## config.mk

```make
export PLATFORM = sky130hd
export DESIGN_NAME = e3rxpo_port
export DESIGN_NICKNAME = d
export VERILOG_FILES = /design/src/inc/e3rxpo_pkg.sv /design/src/verilog/e3rxpo_port.sv /design/src/verilog/e3rxpo_fifo.sv
export SDC_FILE = /design/constraint.sdc
export NUM_CORES = 1
export LEC_CHECK = 0
export BUFFER_PORTS_ARGS = -buffer_cell sky130_fd_sc_hd__buf_2
export CORE_MARGIN = 10
export CORE_UTILIZATION = 65
export DETAILED_ROUTE_END_ITERATION = 16
export GPL_ROUTABILITY_DRIVEN = 0
export GPL_TIMING_DRIVEN = 0
export PLACE_DENSITY = 0.88
export REMOVE_ABC_BUFFERS = 1
export SLEW_MARGIN = 15
export SYNTH_ARGS = -nofsm -noshare
export SYNTH_HDL_FRONTEND = slang
export SYNTH_SLANG_ARGS = --single-unit
export TNS_END_PERCENT = 50
```

## constraint.sdc

```tcl
create_clock -name i_clock -period 3.95 [get_ports i_clock]
set_input_delay 0.79 -clock i_clock [delete_from_list [all_inputs] [get_ports i_clock]]
set_output_delay 0.79 -clock i_clock [all_outputs]
set_load 0.01 [all_outputs]
```

## src/inc/e3rxpo_pkg.sv

```systemverilog
package e3rxpo_pkg;
   // serial rate of the payload clock, kHz
   localparam int unsigned E3_LINE_RATE_KHZ = 34368;
   localparam int unsigned CLOCK_RATE_KHZ   = 100000;
   // nibble clock pulses for every inbound frame
   localparam int unsigned QUAD_PULSES_PER_FRAME = 1060;
   localparam int unsigned QUAD_WIDTH            = 4;
   localparam int unsigned QUAD_CNT_WIDTH        = 2;
   // payload bit count at which the nibble clock rises / falls and the nibble loads
   localparam logic [1:0] QUAD_CNT_RISE = 2'h2;
   localparam logic [1:0] QUAD_CNT_LOAD = 2'h3;
   // fifo entry layout from the framer core
   localparam int unsigned FIFO_DEPTH    = 32;
   localparam int unsigned FIFO_WIDTH    = 3;
   localparam int unsigned FLD_DATA_POS  = 0;
   localparam int unsigned FLD_OHEAD_POS = 1;
   localparam int unsigned FLD_SOF_POS   = 2;
   typedef enum logic {
      E3RXPO_SERIAL,
      E3RXPO_QUAD
   } e3rxpo_mode_t;
   localparam e3rxpo_mode_t MODE_RESET = E3RXPO_SERIAL;
endpackage

```

## src/verilog/e3rxpo_port.sv

```systemverilog
`timescale 1ns/1ps
// Function
// - serial payload output driven only in serial mode, taken from the quad strap at each frame start
// - four-bit payload outputs driven only in quad mode, taken from the quad strap at each frame start
// - serial mode presents each bit, changed on rising payload clock
// - serial mode payload clock runs continuously at the line rate
// - quad mode clock derived from line clock, 1060 pulses per frame
// - quad mode nibble outputs change on falling payload clock edge
// - serial mode overhead flag high for each overhead bit period
// - quad mode overhead flag held low
// - serial mode frame start high one bit period on first bit
// - quad mode frame start high one nibble period on first nibble
// - quad mode payload clock high about a quarter of each nibble
module e3rxpo_port
   import e3rxpo_pkg::*;
(
   input  wire logic                        i_clock,                      // 100 MHz system clock
   input  wire logic                        i_resetn,                     // async reset, active low
   input  wire logic                        i_recovered_line_clock,       // line clock pin, sampled
   input  wire logic                        i_quad_mode_select_strap,     // high selects nibble mode
   input  wire logic                        i_core_valid,                 // core offers one frame bit
   output logic                             o_core_ready,                 // fifo has room
   input  wire logic                        i_core_bit,                   // frame bit value
   input  wire logic                        i_core_overhead,              // bit is overhead
   input  wire logic                        i_core_sof,                   // bit is first of frame
   output logic                             o_rx_payload_serial_out,      // serial payload bit
   output logic                             o_rx_payload_serial_out_oe,   // serial pin driven
   output logic [e3rxpo_pkg::QUAD_WIDTH-1:0] o_rx_payload_quad_out,       // nibble payload
   output logic                             o_rx_payload_quad_out_oe,     // nibble pins driven
   output logic                             o_rx_payload_clock_out,       // payload clock
   output logic                             o_rx_overhead_bit_flag,       // current bit is overhead
   output logic                             o_rx_frame_start_pulse        // first bit/nibble of frame
);
   import e3rxpo_pkg::*;

   typedef struct packed {
      logic                        line_s1;
      logic                        line_s2;
      logic                        line_prev;
      logic                        strap_s1;
      logic                        strap_s2;
      e3rxpo_mode_t                mode;
      logic                        clk;
      logic                        ser_bit;
      logic                        ohead;
      logic                        frame;
      logic [QUAD_WIDTH-1:0]       quad;
      logic [QUAD_WIDTH-2:0]       shreg;
      logic [QUAD_CNT_WIDTH-1:0]   cnt;
      logic                        sof_pend;
   } e3rxpo_state_t;

   e3rxpo_state_t           st_ff;
   e3rxpo_state_t           nxt_st;
   logic                    line_rise;
   logic                    fifo_valid;
   logic                    pop;
   logic [FIFO_WIDTH-1:0]   fifo_data;
   logic                    pop_bit;
   logic                    pop_oh;
   logic                    pop_sof;
   e3rxpo_mode_t            strap_mode;
   e3rxpo_mode_t            mode_now;

   e3rxpo_fifo #(
      .WIDTH (FIFO_WIDTH),
      .DEPTH (FIFO_DEPTH)
   ) u_fifo (
      .i_clock    (i_clock),
      .i_resetn   (i_resetn),
      .i_wr_valid (i_core_valid),
      .o_wr_ready (o_core_ready),
      .i_wr_data  ({i_core_sof, i_core_overhead, i_core_bit}),
      .o_rd_valid (fifo_valid),
      .i_rd_ready (line_rise),
      .o_rd_data  (fifo_data)
   );

   // one frame bit leaves the fifo per line clock rising edge
   assign line_rise  = st_ff.line_s2 & ~st_ff.line_prev;
   assign pop        = line_rise & fifo_valid;
   assign pop_bit    = fifo_data[FLD_DATA_POS];
   assign pop_oh     = fifo_data[FLD_OHEAD_POS];
   assign pop_sof    = pop & fifo_data[FLD_SOF_POS];
   assign strap_mode = st_ff.strap_s2 ? E3RXPO_QUAD : E3RXPO_SERIAL;
   // mode only moves on a frame boundary so a strap glitch cannot split a nibble
   assign mode_now   = pop_sof ? strap_mode : st_ff.mode;

   always_comb begin
      nxt_st           = st_ff;
      nxt_st.line_s1   = i_recovered_line_clock;
      nxt_st.line_s2   = st_ff.line_s1;
      nxt_st.line_prev = st_ff.line_s2;
      nxt_st.strap_s1  = i_quad_mode_select_strap;
      nxt_st.strap_s2  = st_ff.strap_s1;
      nxt_st.mode      = mode_now;
      unique case (mode_now)
         E3RXPO_SERIAL: begin
            // the delayed line clock goes out as is, aligned with the bit update
            nxt_st.clk      = st_ff.line_s2;
            nxt_st.quad     = '0;
            nxt_st.cnt      = '0;
            nxt_st.sof_pend = 1'b0;
            if (line_rise) begin
               // an underrun bit is flagged overhead so the far end throws it away
               nxt_st.ser_bit = pop & pop_bit;
               nxt_st.ohead   = !pop | pop_oh;
               nxt_st.frame   = pop_sof;
            end
         end
         E3RXPO_QUAD: begin
            nxt_st.ser_bit = 1'b0;
            nxt_st.ohead   = 1'b0;
            if (pop_sof) begin
               nxt_st.sof_pend = 1'b1;
               nxt_st.cnt      = '0;
               nxt_st.clk      = 1'b0;
            end
            if (pop && !pop_oh) begin
               // overhead bits stall the count, so only payload forms nibbles
               if (pop_sof || st_ff.cnt != QUAD_CNT_LOAD) begin
                  nxt_st.shreg = {st_ff.shreg[QUAD_WIDTH-3:0], pop_bit};
                  nxt_st.cnt   = pop_sof ? 2'h1 : st_ff.cnt + 2'h1;
                  if (!pop_sof && st_ff.cnt == QUAD_CNT_RISE) begin
                     nxt_st.clk = 1'b1;
                  end
               end else begin
                  // fourth payload bit: fall the clock and load the nibble together
                  nxt_st.clk      = 1'b0;
                  nxt_st.quad     = {st_ff.shreg, pop_bit};
                  nxt_st.frame    = st_ff.sof_pend;
                  nxt_st.sof_pend = 1'b0;
                  nxt_st.cnt      = '0;
               end
            end
         end
      endcase
   end

   always_ff @(posedge i_clock or negedge i_resetn) begin
      if (!i_resetn) begin
         st_ff      <= '0;
         st_ff.mode <= MODE_RESET;
      end else begin
         st_ff <= nxt_st;
      end
   end

   assign o_rx_payload_serial_out    = st_ff.ser_bit;
   assign o_rx_payload_serial_out_oe = (st_ff.mode == E3RXPO_SERIAL);
   assign o_rx_payload_quad_out      = st_ff.quad;
   assign o_rx_payload_quad_out_oe   = (st_ff.mode == E3RXPO_QUAD);
   assign o_rx_payload_clock_out     = st_ff.clk;
   assign o_rx_overhead_bit_flag     = st_ff.ohead;
   assign o_rx_frame_start_pulse     = st_ff.frame;
endmodule

```

## src/verilog/e3rxpo_fifo.sv

```systemverilog
`timescale 1ns/1ps
module e3rxpo_fifo #(
   parameter int unsigned WIDTH = 3,
   parameter int unsigned DEPTH = 32
) (
   input  wire logic             i_clock,    // system clock
   input  wire logic             i_resetn,   // async reset, active low
   input  wire logic             i_wr_valid, // write side offers an entry
   output logic                  o_wr_ready, // room for an entry
   input  wire logic [WIDTH-1:0] i_wr_data,  // entry written
   output logic                  o_rd_valid, // an entry is waiting
   input  wire logic             i_rd_ready, // read side takes the entry
   output logic [WIDTH-1:0]      o_rd_data   // oldest entry
);
   localparam int unsigned AW = $clog2(DEPTH);
   typedef struct packed {
      logic [DEPTH-1:0][WIDTH-1:0] mem;
      logic [AW:0]                 wp;
      logic [AW:0]                 rp;
   } e3rxpo_fifo_state_t;
   e3rxpo_fifo_state_t st_ff;
   e3rxpo_fifo_state_t nxt_st;
   logic               full;
   logic               empty;
   assign empty      = (st_ff.wp == st_ff.rp);
   assign full       = (st_ff.wp[AW] != st_ff.rp[AW]) && (st_ff.wp[AW-1:0] == st_ff.rp[AW-1:0]);
   assign o_wr_ready = !full;
   assign o_rd_valid = !empty;
   assign o_rd_data  = st_ff.mem[st_ff.rp[AW-1:0]];
   always_comb begin
      nxt_st = st_ff;
      if (i_wr_valid && !full) begin
         nxt_st.mem[st_ff.wp[AW-1:0]] = i_wr_data;
         nxt_st.wp                    = st_ff.wp + 1'b1;
      end
      if (i_rd_ready && !empty) begin
         nxt_st.rp = st_ff.rp + 1'b1;
      end
   end
   always_ff @(posedge i_clock or negedge i_resetn) begin
      if (!i_resetn) begin
         st_ff <= '0;
      end else begin
         st_ff <= nxt_st;
      end
   end
endmodule

```

======== After elaboration in Yosys (flattened, before gate mapping) ========
Index checks and enable logic that the tools add are counted.
word-level totals
  flip-flop bits (word level) ............. 128
  output and inout bits ................... 11
  logic and storage cells ................. 107
operators by class
  add/sub/neg operators ................... 3
  order comparisons ....................... 3
  eq/ne operators ......................... 9
  muxes and demuxes ....................... 21
  bitwise logic cells ..................... 8
  reductions and logical operators ........ 15
operators with widths
  operator                                                                      count
  96-bit bitwise mux                                                            1
  8-bit one-hot mux with 2 select lines                                         1
  3-bit binary-select mux with 5-bit select                                     1
  3-bit demux with 5-bit select                                                 1
  3-bit 2-to-1 mux                                                              5
  6-bit by 1-bit adder with 6-bit output, second input constant                 2
  5-bit by 6-bit less-than comparator with 1-bit output, second input constant  2
  11-bit 2-to-1 mux                                                             1
  1-bit 2-to-1 mux                                                              7
  6-bit equality test                                                           1
  1-bit logical AND                                                             6
  2-bit != test, second input constant                                          3
  3-bit one-hot mux with 2 select lines                                         1
  3-bit AND reduction                                                           2
  5-bit equality test                                                           1
  5-bit by 1-bit >= comparator with 1-bit output, second input constant         1
  1-bit zero test                                                               5
  5-bit 2-to-1 mux                                                              1
  1-bit AND                                                                     4
  2-bit 2-to-1 mux                                                              2
  3-bit by 2-bit != test with 1-bit output, second input constant               1
  1-bit NOT                                                                     3
  2-bit by 1-bit adder with 2-bit output, second input constant                 1
  2-bit equality test, second input constant                                    1
  5 further kinds                                                               5

======== Depth between registers and ports, before layout ========
Gate-level depths: netlist of the first run.
  depth after elaboration ................. 10
  gate-level depth with buffers ........... 8
  mapped depth without buffers ............ 6

======== Hierarchy ========
A second synthesis of the first run with hierarchy kept.
unflattened totals
  cells, all modules ...................... 467
  area total of the unflattened synthesis .. 6421.2 µm²
by module, submodules not included
  module       times used  cells an instance  area an instance (µm²)  seq. area each (µm²)
  e3rxpo_fifo  1           393                5522.8                  2702.6
  e3rxpo_port  1           74                 898.4                   500.5

======== Worst setup path after synthesis of the first run ========
Ideal clock, no wire load.
  path type ............................... reg-to-reg
  start point ............................. reg u_fifo.st_ff[1] (netlist bit)
  end point ............................... reg st_ff[3] (netlist bit)
  arrival time ............................ 2.372 ns
  required time ........................... 3.825 ns
  path slack .............................. 1.453 ns
  stages on the path, launching flop included .. 8
  path buffers ............................ 3
  cells stage by stage .................... dfrtp_1 -> buf_4 -> buf_2 -> clkbuf_1 -> mux4_2 -> mux4_2 -> mux2_2 -> mux2_2
between the ends
  cells in the longest elaborated chain, start to end .. 6
  elaborated cells between the ends (all ways) .. 11
ends and longest elaborated chain
  item                                                                                               RTL line            source
  start, declared                                                                                    e3rxpo_fifo.sv:21   e3rxpo_fifo_state_t st_ff;
  start signal, assigned                                                                             e3rxpo_fifo.sv:44   st_ff <= nxt_st;
  parallel branches: the longest is 6 deep, another holds 3-bit binary-select mux with 5-bit select  n/a
  end signal, assigned                                                                               e3rxpo_port.sv:145  st_ff <= nxt_st;
  end, declared                                                                                      e3rxpo_port.sv:53   e3rxpo_state_t st_ff;
Parallel ways; which one is timed is not known. The select of a mux whose other input is x is not followed.
A chain may end at the register's enable or synchronous reset.

======== Final worst setup path of the first run ========
  start point ............................. reg u_fifo.st_ff[2] (netlist bit)
  end point ............................... reg u_fifo.st_ff[61] (netlist bit)
between the ends
  cells in the longest elaborated chain, start to end .. 4
ends and longest elaborated chain
  item                 RTL line           source
  5-bit equality test  e3rxpo_fifo.sv:26  assign full = (st_ff.wp[AW] != st_ff.rp[AW]) && (st_ff.wp[AW-1:0] == st_ff.rp[AW-1:0]);
  1-bit logical AND    e3rxpo_fifo.sv:26
  1-bit zero test      e3rxpo_fifo.sv:32  if (i_wr_valid && !full) begin
  1-bit logical AND    e3rxpo_fifo.sv:32
Every way passes these cells.

==> metrics, run 1 <==
status=finished clean; shortest period the worst path allows=around 3.3 ns; fmax=305 MHz; Root Buffer=clkbuf_8; yosys warns=0; Congestion Overflow GR=0; Clock Latency Late Sink=0.52 ns; Slowest-stage cell, CP=dfrtp_1; first-pass GRT wire length=22,500 µm; Rows=35; Initial DRC Count=around 430; setup TNS=0 ns; total power=5.77 mW; Worst Tran Pin Value=a little under 1 ns; Static Leak=3.18 nW; overall die width=117 µm; Placement Cell Area=6300 µm²; clock sink total=128; Top FF cell, synth=dfrtp_1; H-tree levels=4; number of enable flip-flop cells after synthesis=0; Critical Path Start Type=register; CP required=4.35 ns; Initial Util=0.665; largest net degree at the start of global routing=slightly above 90; # diodes=0; vias post-DR=3,822; share of cells above drive strength 1=0.359; nets@finish=481; DRT Wirelength=13,300 µm; drt drc=0; P_sw=1.92 mW; max-slew violations=0; worst min path class=input pin to asynchronous set/reset pin; initial antenna violation count=0; drt wl/cell=21.8 µm; Slew headroom=0.348; RSZ-0062 raised after global routing=false; pwr/cell area=between 800 and 900 nW/µm²; commonest non-fill, non-tap cell in the layout=dfrtp_1; GR Util All Layers=0.214; Core Box Area=a little over 9000 µm²; Post-CTS Resized=0; Worst Setup Path Type=register to register; crit path capture type=register; clock-pin transition on the worst setup and hold timing paths=0.06 ns; cell area after layout=6910 µm²; die height=between 100 and 150 µm; final hold viol count=0; CTS tree=built; fin crit share=0.830; Int Pwr=3.85 mW; vias in the first global route=4,210; sequential element share of the synthesized area=0.521; clock power share=0.280; IO Count=19; synthesized cell area=6150 µm²; Mapped Cells=458; sequential share of power=0.399; Cell Chain, Critical Path=xor2_1 > nor3_1 > a31oi_1 > and2_1 > nand2_1 > mux2_1; clock skew=0.00786 ns; Max-Cap Viols=0; IO buf count=18; Detailed Routing Iterations Pass 1=5; Mean Syn Cell Area=between 10 and 15 µm²; Post-CTS Setup Inserts=0; placed wire-length estimate=8210 µm; CTS Buf Count=17; Yosys cell types=52; Post-CTS Hold Fix Bufs=0; final core occ=0.748; Arrival @ worst endpoint=3.68 ns; Post-synth ARST share=1.00; antenna-violating nets left=0; area growth from synthesis to layout=12.5%; die area=13,700 µm²; FF+latch count, synth=128; vias per std cell=6.29; VDD IR max=0.484 mV; Comb power frac=0.321; final setup fails=0; CTS Buffer Depth=2; Crit path largest cell delay=a little under 1 ns; Sw Ratio=0.333; maximum fanout along the worst path=23; most frequent cells in the layout=dfrtp_1 (126), mux2_2 (96), nand2_1 (40), mux4_2 (17), buf_2 (17)
## state kept, by name (all words and copies together), names as in the netlist
register	flops
o_rx_payload_clock_out	1
o_rx_payload_quad_out_oe	1
o_rx_frame_start_pulse	1
o_rx_payload_serial_out	1
st_ff	8
o_rx_payload_quad_out	4
nxt_st	3
u_fifo.st_ff	108
o_rx_overhead_bit_flag	1
## synth_stat cells, types with 2 or more instances
cell	n	share of area
buf_2	8	0.0065
xor2_1	8	0.011
clkbuf_1	14	0.0086
mux2_1	8	0.015
nand2b_1	3	0.0031
nor3b_1	4	0.0049
and3_1	2	0.0020
nor2b_1	5	0.0051
nand3_1	4	0.0033
mux4_1	2	0.0086
buf_4	8	0.0098
mux2i_1	15	0.024
nand2_1	40	0.024
a22oi_1	3	0.0037
o21ai_0	2	0.0016
o22ai_1	2	0.0020
mux4_2	17	0.062
ha_1	7	0.014
inv_1	9	0.0055
nor2_1	11	0.0067
and2_1	5	0.0051
nor3_1	4	0.0033
nand4_1	4	0.0041
a31o_2	2	0.0029
a22o_1	6	0.0086
dfrtp_1	128	0.52
a31oi_1	5	0.0051
xnor2_1	9	0.013
and3b_1	4	0.0057
a211oi_1	2	0.0024
mux2_2	96	0.18
## power by group through the flow
| stage | clock, mW | combinational, mW | sequential [mW] |
|---|---|---|---|
| 2_1_floorplan | 0 | 1.30 | 2.21 |
| 3_3_place_gp | 0 | 1.58 | 2.36 |
| 3_5_place_dp | 0 | 1.81 | 2.29 |
| 4_1_cts | 1.62 | 1.86 | 2.29 |
| 5_1_grt | 1.69 | 2.00 | 2.37 |
| 6_report | 1.61 | 1.85 | 2.30 |
## worst paths after layout
path	cells after the start	endpoint	slack, ns	from
worst max register to register	6	u_fifo.st_ff[61]	0.67	u_fifo.st_ff[2]
worst min-delay path	1	u_fifo.st_ff[6]	0.15	i_resetn
min in group i_clock	0	nxt_st[17]	0.36	nxt_st[18]
max in group asynchronous	2	u_fifo.st_ff[1]	3.04	i_resetn
worst min register to register	0	nxt_st[17]	0.36	nxt_st[18]
worst max-delay path	6	u_fifo.st_ff[61]	0.67	u_fifo.st_ff[2]
## per-layer routing
layer / wire [µm] / vias up / global-route usage
li1: - / 1681 / -
met1: 5390 / 1997 / 0.262
met2: 6830 / 116 / 0.357
met3: 772 / 28 / 0.0556
met4: 277 / 0 / 0.0799
met5: 0 / - / 0
## kinds of logic after synthesis
group	Yosys count	share of synthesized area
flops	128	0.521
fa+ha+maj	7	0.0143
simple gates	92	0.0784
mux	138	0.286
buf+inv	41	0.0330
compound gates	35	0.0432
xor+xnor	17	0.0242
## layout make-up
cell class                      count  area [µm²]
Inverter                            9        33.8
Multi-Input combinational cell    289        2740
Fill cell                         554        2330
Sequential cell                   128        3210
Clock inverter                     13         188
Clock buffer                       19         422
Tap cell                          129         161
Timing Repair Buffer               21         164
## through the flow
stage	setup slack (ns)	instances	hold WS, ns
2_1_floorplan	0.860	426	0.331
3_3_place_gp	0.231	573	0.342
3_5_place_dp	0.869	576	0.337
4_1_cts	0.689	608	0.160
5_1_grt	0.444	608	0.164
6_report	0.672	608	0.149
## worst max-delay path, delay by kind of cell (launching register included)
family          cells  cell delay (ns)
compound gates      1             0.59
xor+xnor            1             0.25
simple gates        3             0.98
mux                 1             0.37
flops               1             0.98
Note: power is estimated with default switching activity, not from simulation.
==> run 2, diff against run 1 <==
--- a/config.mk
+++ b/config.mk
@@ -5,13 +5,14 @@
 export SDC_FILE = /design/constraint.sdc
 export NUM_CORES = 1
 export LEC_CHECK = 0
+export ABC_AREA = 1
 export BUFFER_PORTS_ARGS = -buffer_cell sky130_fd_sc_hd__buf_2
 export CORE_MARGIN = 10
-export CORE_UTILIZATION = 65
+export CORE_UTILIZATION = 56
 export DETAILED_ROUTE_END_ITERATION = 16
 export GPL_ROUTABILITY_DRIVEN = 0
 export GPL_TIMING_DRIVEN = 0
-export PLACE_DENSITY = 0.88
+export PLACE_DENSITY = 0.81
 export REMOVE_ABC_BUFFERS = 1
 export SLEW_MARGIN = 15
 export SYNTH_ARGS = -nofsm -noshare
==> constraint.sdc (replaced) <==
create_clock -name i_clock -period 3 [get_ports i_clock]
set_input_delay 0.6 -clock i_clock [delete_from_list [all_inputs] [get_ports i_clock]]
set_output_delay 0.6 -clock i_clock [all_outputs]
set_load 0.01 [all_outputs]
==> metrics, run 2 <==
status=complete, but fails checks; failing checks=negative hold slack; Mean Syn Cell Area=8.14 µm² (-39%); cell area after layout=6850 µm² (-0.92%); Buf/Inv on CP=3 (+3); clock sink total=128 (unchanged); Initial DRC Count=454 (+5.3%); FF+latch count, synth=128 (unchanged); R2R cell count=15 (+9); Sw Ratio=0.401 (+0.0677); mux cell area share after synthesis=0 (-0.286); maximum fanout along the worst path=50 (+120%); sequential share of power=0.392 (-0.007); Yosys top cell by area=dfrtp_1; Worst path most repeated cell=nand2_1; yosys warns=0 (unchanged); IO buf count=18 (unchanged); first-pass GRT wire length=24,200 µm (+7.5%); GR Util All Layers=0.187 (-0.0267); adder and majority gate portion of the synthesized area=0.0142 (about the same); clock-pin transition on the worst setup and hold timing paths=0.06 ns (about the same); vias per std cell=5.59 (-11%); total power=7.58 mW (+31%); sequential element share of the synthesized area=0.521 (about the same); CTS Buffer Depth=2 (unchanged); Most flops, register=u_fifo.st_ff; Worst Setup Path Type=register to register; Synth top area share=0.521 (about the same); placed wire-length estimate=9070 µm (+10%); Placement Setup Slack=0.0490 ns (-0.820 ns); Worst Tran Pin Value=1.11 ns (+0.132 ns); synthesized-area fraction occupied by and/or/nand/nor cells=0.255 (+0.177); pwr/cell area=1110 nW/µm² (+33%); Slew headroom=0.258 (-0.0891); Core Box Area=10,800 µm² (+17%); Detailed Routing Iterations Pass 1=6 (+1); Static Leak=3.32 nW (+4.5%); vias post-DR=5,112 (+34%); top post-synthesis cells by count=nand2_1 (253), dfrtp_1 (128), o21ai_0 (108); Congestion Overflow GR=0 (unchanged); WP depth=15 (+9); overall die width=125 µm (+6.4%); P_sw=3.04 mW (+58%); cell with the most instances after synthesis=nand2_1; fin crit share=0.884 (+0.0540); max-slew violations=0 (unchanged); Synth Area in XOR/XNOR=0.0228 (-0.00143); synthesized cell area=6150 µm² (about the same); CTS Buf Count=17 (unchanged); final setup fails=0 (unchanged); Arrival @ worst endpoint=3.07 ns (-0.61 ns); Yosys cell types=33 (-37%); Rows=38 (+8.6%); Mapped Cells=755 (+65%); crit path capture type=register; Cell Chain, Critical Path=buf_12 > inv_4 > nand2_1 > nand2_1 > nand2_1 > nand3_1 > nand3_1 > nand2_2 > nand3_4 > nand2_4 > nand2_8 > nand2_2 > inv_2 > nand2_1 > nand2_1; worst min path class=input pin to asynchronous set/reset pin; worst setup margin=0.348 ns (-0.323 ns); shortest period the worst path allows=2.65 ns (-0.627 ns); Root Buffer=clkbuf_8; Worst path top cell family by delay=simple AND/OR/NAND/NOR gates; setup TNS=0 ns (unchanged); DRT Wirelength=14,600 µm (+10%); Critical Path Start Type=register; Top FF cell, synth=dfrtp_1; most frequent cells in the layout=nand2_1 (253), dfrtp_1 (126), o21ai_0 (108), inv_1 (54); initial antenna violation count=0 (unchanged); main combinational cell family by area after synthesis=simple AND/OR/NAND/NOR gates; share of cells above drive strength 1=0.105 (-0.254); drt drc=0 (unchanged); clock skew=0.00952 ns (+0.00166 ns); antenna-violating nets left=0 (unchanged); area of the multi-input gates=2510 µm² (-8.3%); vias in the first global route=5,060 (+20%); Max-Cap Viols=0 (unchanged); IO Count=19 (unchanged); die area=15,600 µm² (+13%); CTS tree=built; Crit path largest cell delay=0.56 ns (-0.42 ns); Post-CTS Setup Inserts=0 (unchanged); area growth from synthesis to layout=11.4%; compound-gate portion of the synthesized area=0.117 (+0.0736); nets@finish=776 (+61%); clock power share=0.260 (-0.020); max reg flops=108 (unchanged); Area contributors post-synth=dfrtp_1 (52%), nand2_1 (15%), o21ai_0 (8.8%); die height=125 µm (+6.4%); RSZ-0062 raised after global routing=false; Initial Util=0.570 (-0.0955); hold_ws=-0.00139 ns (-0.151 ns); Clock Latency Late Sink=0.53 ns (about the same); H-tree levels=4 (unchanged); number of enable flip-flop cells after synthesis=0 (unchanged); Fill cells=848 (+53%); drt wl/cell=16.0 µm (-27%); Post-synth ARST share=1.00 (unchanged); Int Pwr=4.54 mW (+18%); register area=3210 µm² (unchanged); Slowest-stage cell, CP=dfrtp_2; CP required=3.42 ns (-0.93 ns); largest net degree at the start of global routing=83 (-11%); Placement Cell Area=6280 µm² (-0.46%); fmax=377 MHz (+24%); # diodes=0 (unchanged); VDD IR max=0.566 mV (+17%); final hold viol count=4 (+4); commonest non-fill, non-tap cell in the layout=nand2_1; Comb power frac=0.348 (+0.027)
==> run 2: worst reg2reg max path, cell delays in order, from the launching register on <==
cell	delay, ns
dfrtp_2	0.56
buf_12	0.24
inv_4	0.41
nand2_1	0.12
nand2_1	0.08
nand2_1	0.06
nand3_1	0.13
nand3_1	0.12
nand2_2	0.17
nand3_4	0.14
nand2_4	0.13
nand2_8	0.09
nand2_2	0.12
inv_2	0.06
nand2_1	0.06
nand2_1	0.06
==> run 2: worst paths after layout <==
path                            slack (ns)                  endpoint              startpoint
worst min register to register        0.35                nxt_st[17]              nxt_st[18]
min in group i_clock                  0.17                nxt_st[18]  i_recovered_line_clock
worst min-delay path                -0.001          u_fifo.st_ff[42]                i_resetn
worst max register to register        0.35  o_rx_payload_quad_out[2]         u_fifo.st_ff[0]
worst max-delay path                  0.35  o_rx_payload_quad_out[2]         u_fifo.st_ff[0]
max in group asynchronous             2.25           u_fifo.st_ff[0]                i_resetn
==> run 2: repair_timing <==
action                                 CTS  global route
setup endpoints to repair                1             0
hold buffers                             0             0
gates resized for setup                  1             0
endpoints found under the hold margin    0             0
==> run 2: power groups by stage <==
stage	combinational, mW	sequential, mW	clock, mW
2_1_floorplan	1.83	2.86	0
3_3_place_gp	2.37	2.99	0
3_5_place_dp	2.57	2.97	0
4_1_cts	2.63	2.96	1.98
5_1_grt	2.99	3.06	2.05
6_report	2.64	2.97	1.97
==> run 2: metrics by stage <==
stage	utilization	hold slack [ns]	instances
floorplan	-	0.304	722
global placement	0.576	0.333	880
detailed placement	0.581	0.337	882
CTS	0.635	0.00790	914
global route	0.635	0.0253	914
finish	0.635	-0.00139	914
==> run 2: layer usage <==
| metal | vias to the layer above | track usage | part of all wire |
|---|---|---|---|
| met2 | 175 | 0.318 | 0.50 |
| met3 | 44 | 0.0413 | 0.061 |
| met4 | 0 | 0.102 | 0.028 |
| met1 | 2467 | 0.214 | 0.41 |
| met5 | - | 0 | 0 |
| li1 | 2426 | - | - |
==> run 2: logic make-up after synthesis <==
kind of cell,Yosys count
buffers and inverters,96
and+or+nand+nor,369
xor gates and xnor gates,16
AOI/OAI and AO/OA,139
adders and majority gates,7
DFF,128
==> run 2: cell type report <==
| type | instances | share of cell area |
|---|---|---|
| Timing Repair Buffer | 20 | 0.0210 |
| Tap cell | 140 | 0.0256 |
| Inverter | 63 | 0.0349 |
| Multi-Input combinational cell | 531 | 0.367 |
| Clock inverter | 10 | 0.0161 |
| Clock buffer | 22 | 0.0676 |
| Sequential cell | 128 | 0.468 |
==> run 3, diff against run 2 <==
--- a/config.mk
+++ b/config.mk
@@ -9,10 +9,10 @@
 export BUFFER_PORTS_ARGS = -buffer_cell sky130_fd_sc_hd__buf_2
 export CORE_MARGIN = 10
 export CORE_UTILIZATION = 56
+export CTS_CLUSTER_DIAMETER = 40
 export DETAILED_ROUTE_END_ITERATION = 16
 export GPL_ROUTABILITY_DRIVEN = 0
-export GPL_TIMING_DRIVEN = 0
-export PLACE_DENSITY = 0.81
+export PLACE_DENSITY = 0.76
 export REMOVE_ABC_BUFFERS = 1
 export SLEW_MARGIN = 15
 export SYNTH_ARGS = -nofsm -noshare
==> metrics, run 3 (synthesis results as in run 2) <==
max-slew violations=0 (unchanged); IO Count=19 (unchanged); Post-CTS Hold Fix Bufs=1 (+1); Post-CTS Setup Inserts=0 (unchanged); final setup fails=0 (unchanged); H-tree levels=4 (unchanged); Fill cells=937 (+10%); Initial Util=0.570 (unchanged); initial antenna violation count=0 (unchanged); total power=7.40 mW (-2.4%); Placement Setup Slack=0.614 ns (+0.565 ns); Max-Cap Viols=0 (unchanged); Non-Filler Instances=918 (+0.44%); area growth from synthesis to layout=10.8%; drt drc=0 (unchanged); vias per std cell=5.55 (-0.75%); overall die width=125 µm (unchanged); Clock Latency Late Sink=0.54 ns (about the same); terminus of the critical flop-to-flop path=o_rx_payload_quad_out[0]; clock power share=0.244 (-0.016); clock-pin transition on the worst setup and hold timing paths=0.06 ns (about the same); Arrival @ worst endpoint=1.86 ns (-1.21 ns); placed wire-length estimate=9760 µm (+7.6%); largest net degree at the start of global routing=68 (-18%); placed cell count=888 (+0.68%); Post-CTS Resized=0 (-1); VDD IR max=0.689 mV (+22%); Initial DRC Count=506 (+11%); Detailed Routing Iterations Pass 1=5 (-1); fmax=407 MHz (+7.8%); P_sw=3.00 mW (-1.2%); worst setup margin=0.540 ns (+0.192 ns); antenna-violating nets left=0 (unchanged); sequential share of power=0.396 (+0.004); Placement Cell Area=6300 µm² (+0.32%); Int Pwr=4.40 mW (-3.2%); max reg flops=108 (unchanged); CTS Buffer Depth=2 (unchanged); CP required=2.40 ns (-1.02 ns); final core occ=0.631 (-0.00348); hold_ws=0.176 ns (+0.177 ns); cell area after layout=6810 µm² (-0.55%); R2R Setup Slk=0.55 ns (+0.20 ns); worst r2r src=u_fifo.st_ff[0]; area of the multi-input gates=2510 µm² (unchanged); Rows=38 (unchanged); Sw Ratio=0.406 (+0.00496); Cell Chain, Critical Path=xor2_1 > nor3_1 > nand3_1 > buf_2; # diodes=0 (unchanged); die area=15,600 µm² (unchanged); Slew headroom=0.594 (+0.336); register area=3200 µm² (about the same); shortest period the worst path allows=2.46 ns (-0.192 ns); Crit path largest cell delay=0.56 ns (about the same); Worst Setup Path Type=register to output pin; nets@finish=783 (+0.90%); pwr/cell area=1090 nW/µm² (-1.9%); Most flops, register=u_fifo.st_ff; share of cells above drive strength 1=0.104 (-0.000538); Critical Path Source=u_fifo.st_ff[2]; fin crit share=0.820 (-0.0640); setup TNS=0 ns (unchanged); clock sink total=128 (unchanged); vias post-DR=5,096 (-0.31%); Slowest-stage cell, CP=dfrtp_1; Comb power frac=0.360 (+0.012); crit path to=o_core_ready; Worst Tran Pin Value=0.608 ns (-0.503 ns); CTS Buf Count=17 (unchanged); worst min path class=input pin to register; Root Buffer=clkbuf_8; vias in the first global route=5,027 (-0.65%); Critical Path Start Type=register; maximum fanout along the worst path=12 (-76%); final hold viol count=0 (-4); clock skew=0.00751 ns (-0.00201 ns); drt wl/cell=16.3 µm (+1.8%); first-pass GRT wire length=25,200 µm (+4.3%); crit path capture type=output pin; R2R cell count=14 (-1); IO buf count=18 (unchanged); commonest non-fill, non-tap cell in the layout=nand2_1; DRT Wirelength=14,900 µm (+2.3%); GR Util All Layers=0.197 (+0.00992); status=finished clean; Congestion Overflow GR=0 (unchanged); die height=125 µm (unchanged); CTS tree=built; RSZ-0062 raised after global routing=false; most frequent cells in the layout=nand2_1 (253), dfrtp_1 (128), o21ai_0 (108), inv_1 (54); Core Box Area=10,800 µm² (unchanged); Static Leak=3.33 nW (+0.19%)
==> run 3: cell types whose count changed in the layout (fill, tap and decap cells not counted), sizes merged <==
| cell | before | now |
|---|---|---|
| buf | 20 | 26 |
| clkinvlp | 4 | 1 |
| clkinv | 4 | 6 |
| bufinv | 2 | 1 |
| clkbuf | 22 | 21 |
| dlygate4sd3 | 0 | 1 |
==> run 3: worst min-delay path by stage <==
stage | start | to | slack, ns | cells after the start
5_1_grt | i_recovered_line_clock | nxt_st[18] | 0.15 | 1
2_1_floorplan | i_resetn | nxt_st[15] | 0.30 | 0
4_1_cts | i_recovered_line_clock | nxt_st[18] | 0.16 | 1
3_5_place_dp | nxt_st[18] | nxt_st[17] | 0.34 | 0
6_report | i_recovered_line_clock | nxt_st[18] | 0.18 | 1
3_3_place_gp | nxt_st[18] | nxt_st[17] | 0.34 | 0
==> run 3: cell type report <==
cell class | instances | share of cell area
tap | 140 | 0.0257
clock buffer | 21 | 0.0645
clock inverter | 8 | 0.00992
inverter | 63 | 0.0351
multi-input combinational | 531 | 0.369
timing repair buffer | 27 | 0.0257
sequential | 128 | 0.470
==> run 3: worst max-delay path: cells and delay by family (launching register included) <==
| kind | cells | cell delay [ns] |
|---|---|---|
| flip-flops | 1 | 0.56 |
| buffers and inverters | 1 | 0.18 |
| AND/OR/NAND/NOR | 2 | 0.34 |
| XOR/XNOR | 1 | 0.26 |
==> run 3: metal layers <==
metal	vias to the layer above	global-route usage	wire [µm]
met1	2498	0.247	6450
met3	26	0.0506	841
li1	2434	-	-
met5	-	0	0
met4	0	0.0685	236
met2	138	0.321	7400
==> run 3: power groups by stage <==
stage / clock [mW] / sequential (mW) / combinational, mW
CTS: 1.82 / 2.91 / 2.65
global route: 1.92 / 3.01 / 3.02
global placement: 0 / 2.90 / 2.53
detailed placement: 0 / 2.93 / 2.63
finish: 1.81 / 2.93 / 2.66
floorplan: 0 / 2.86 / 1.83
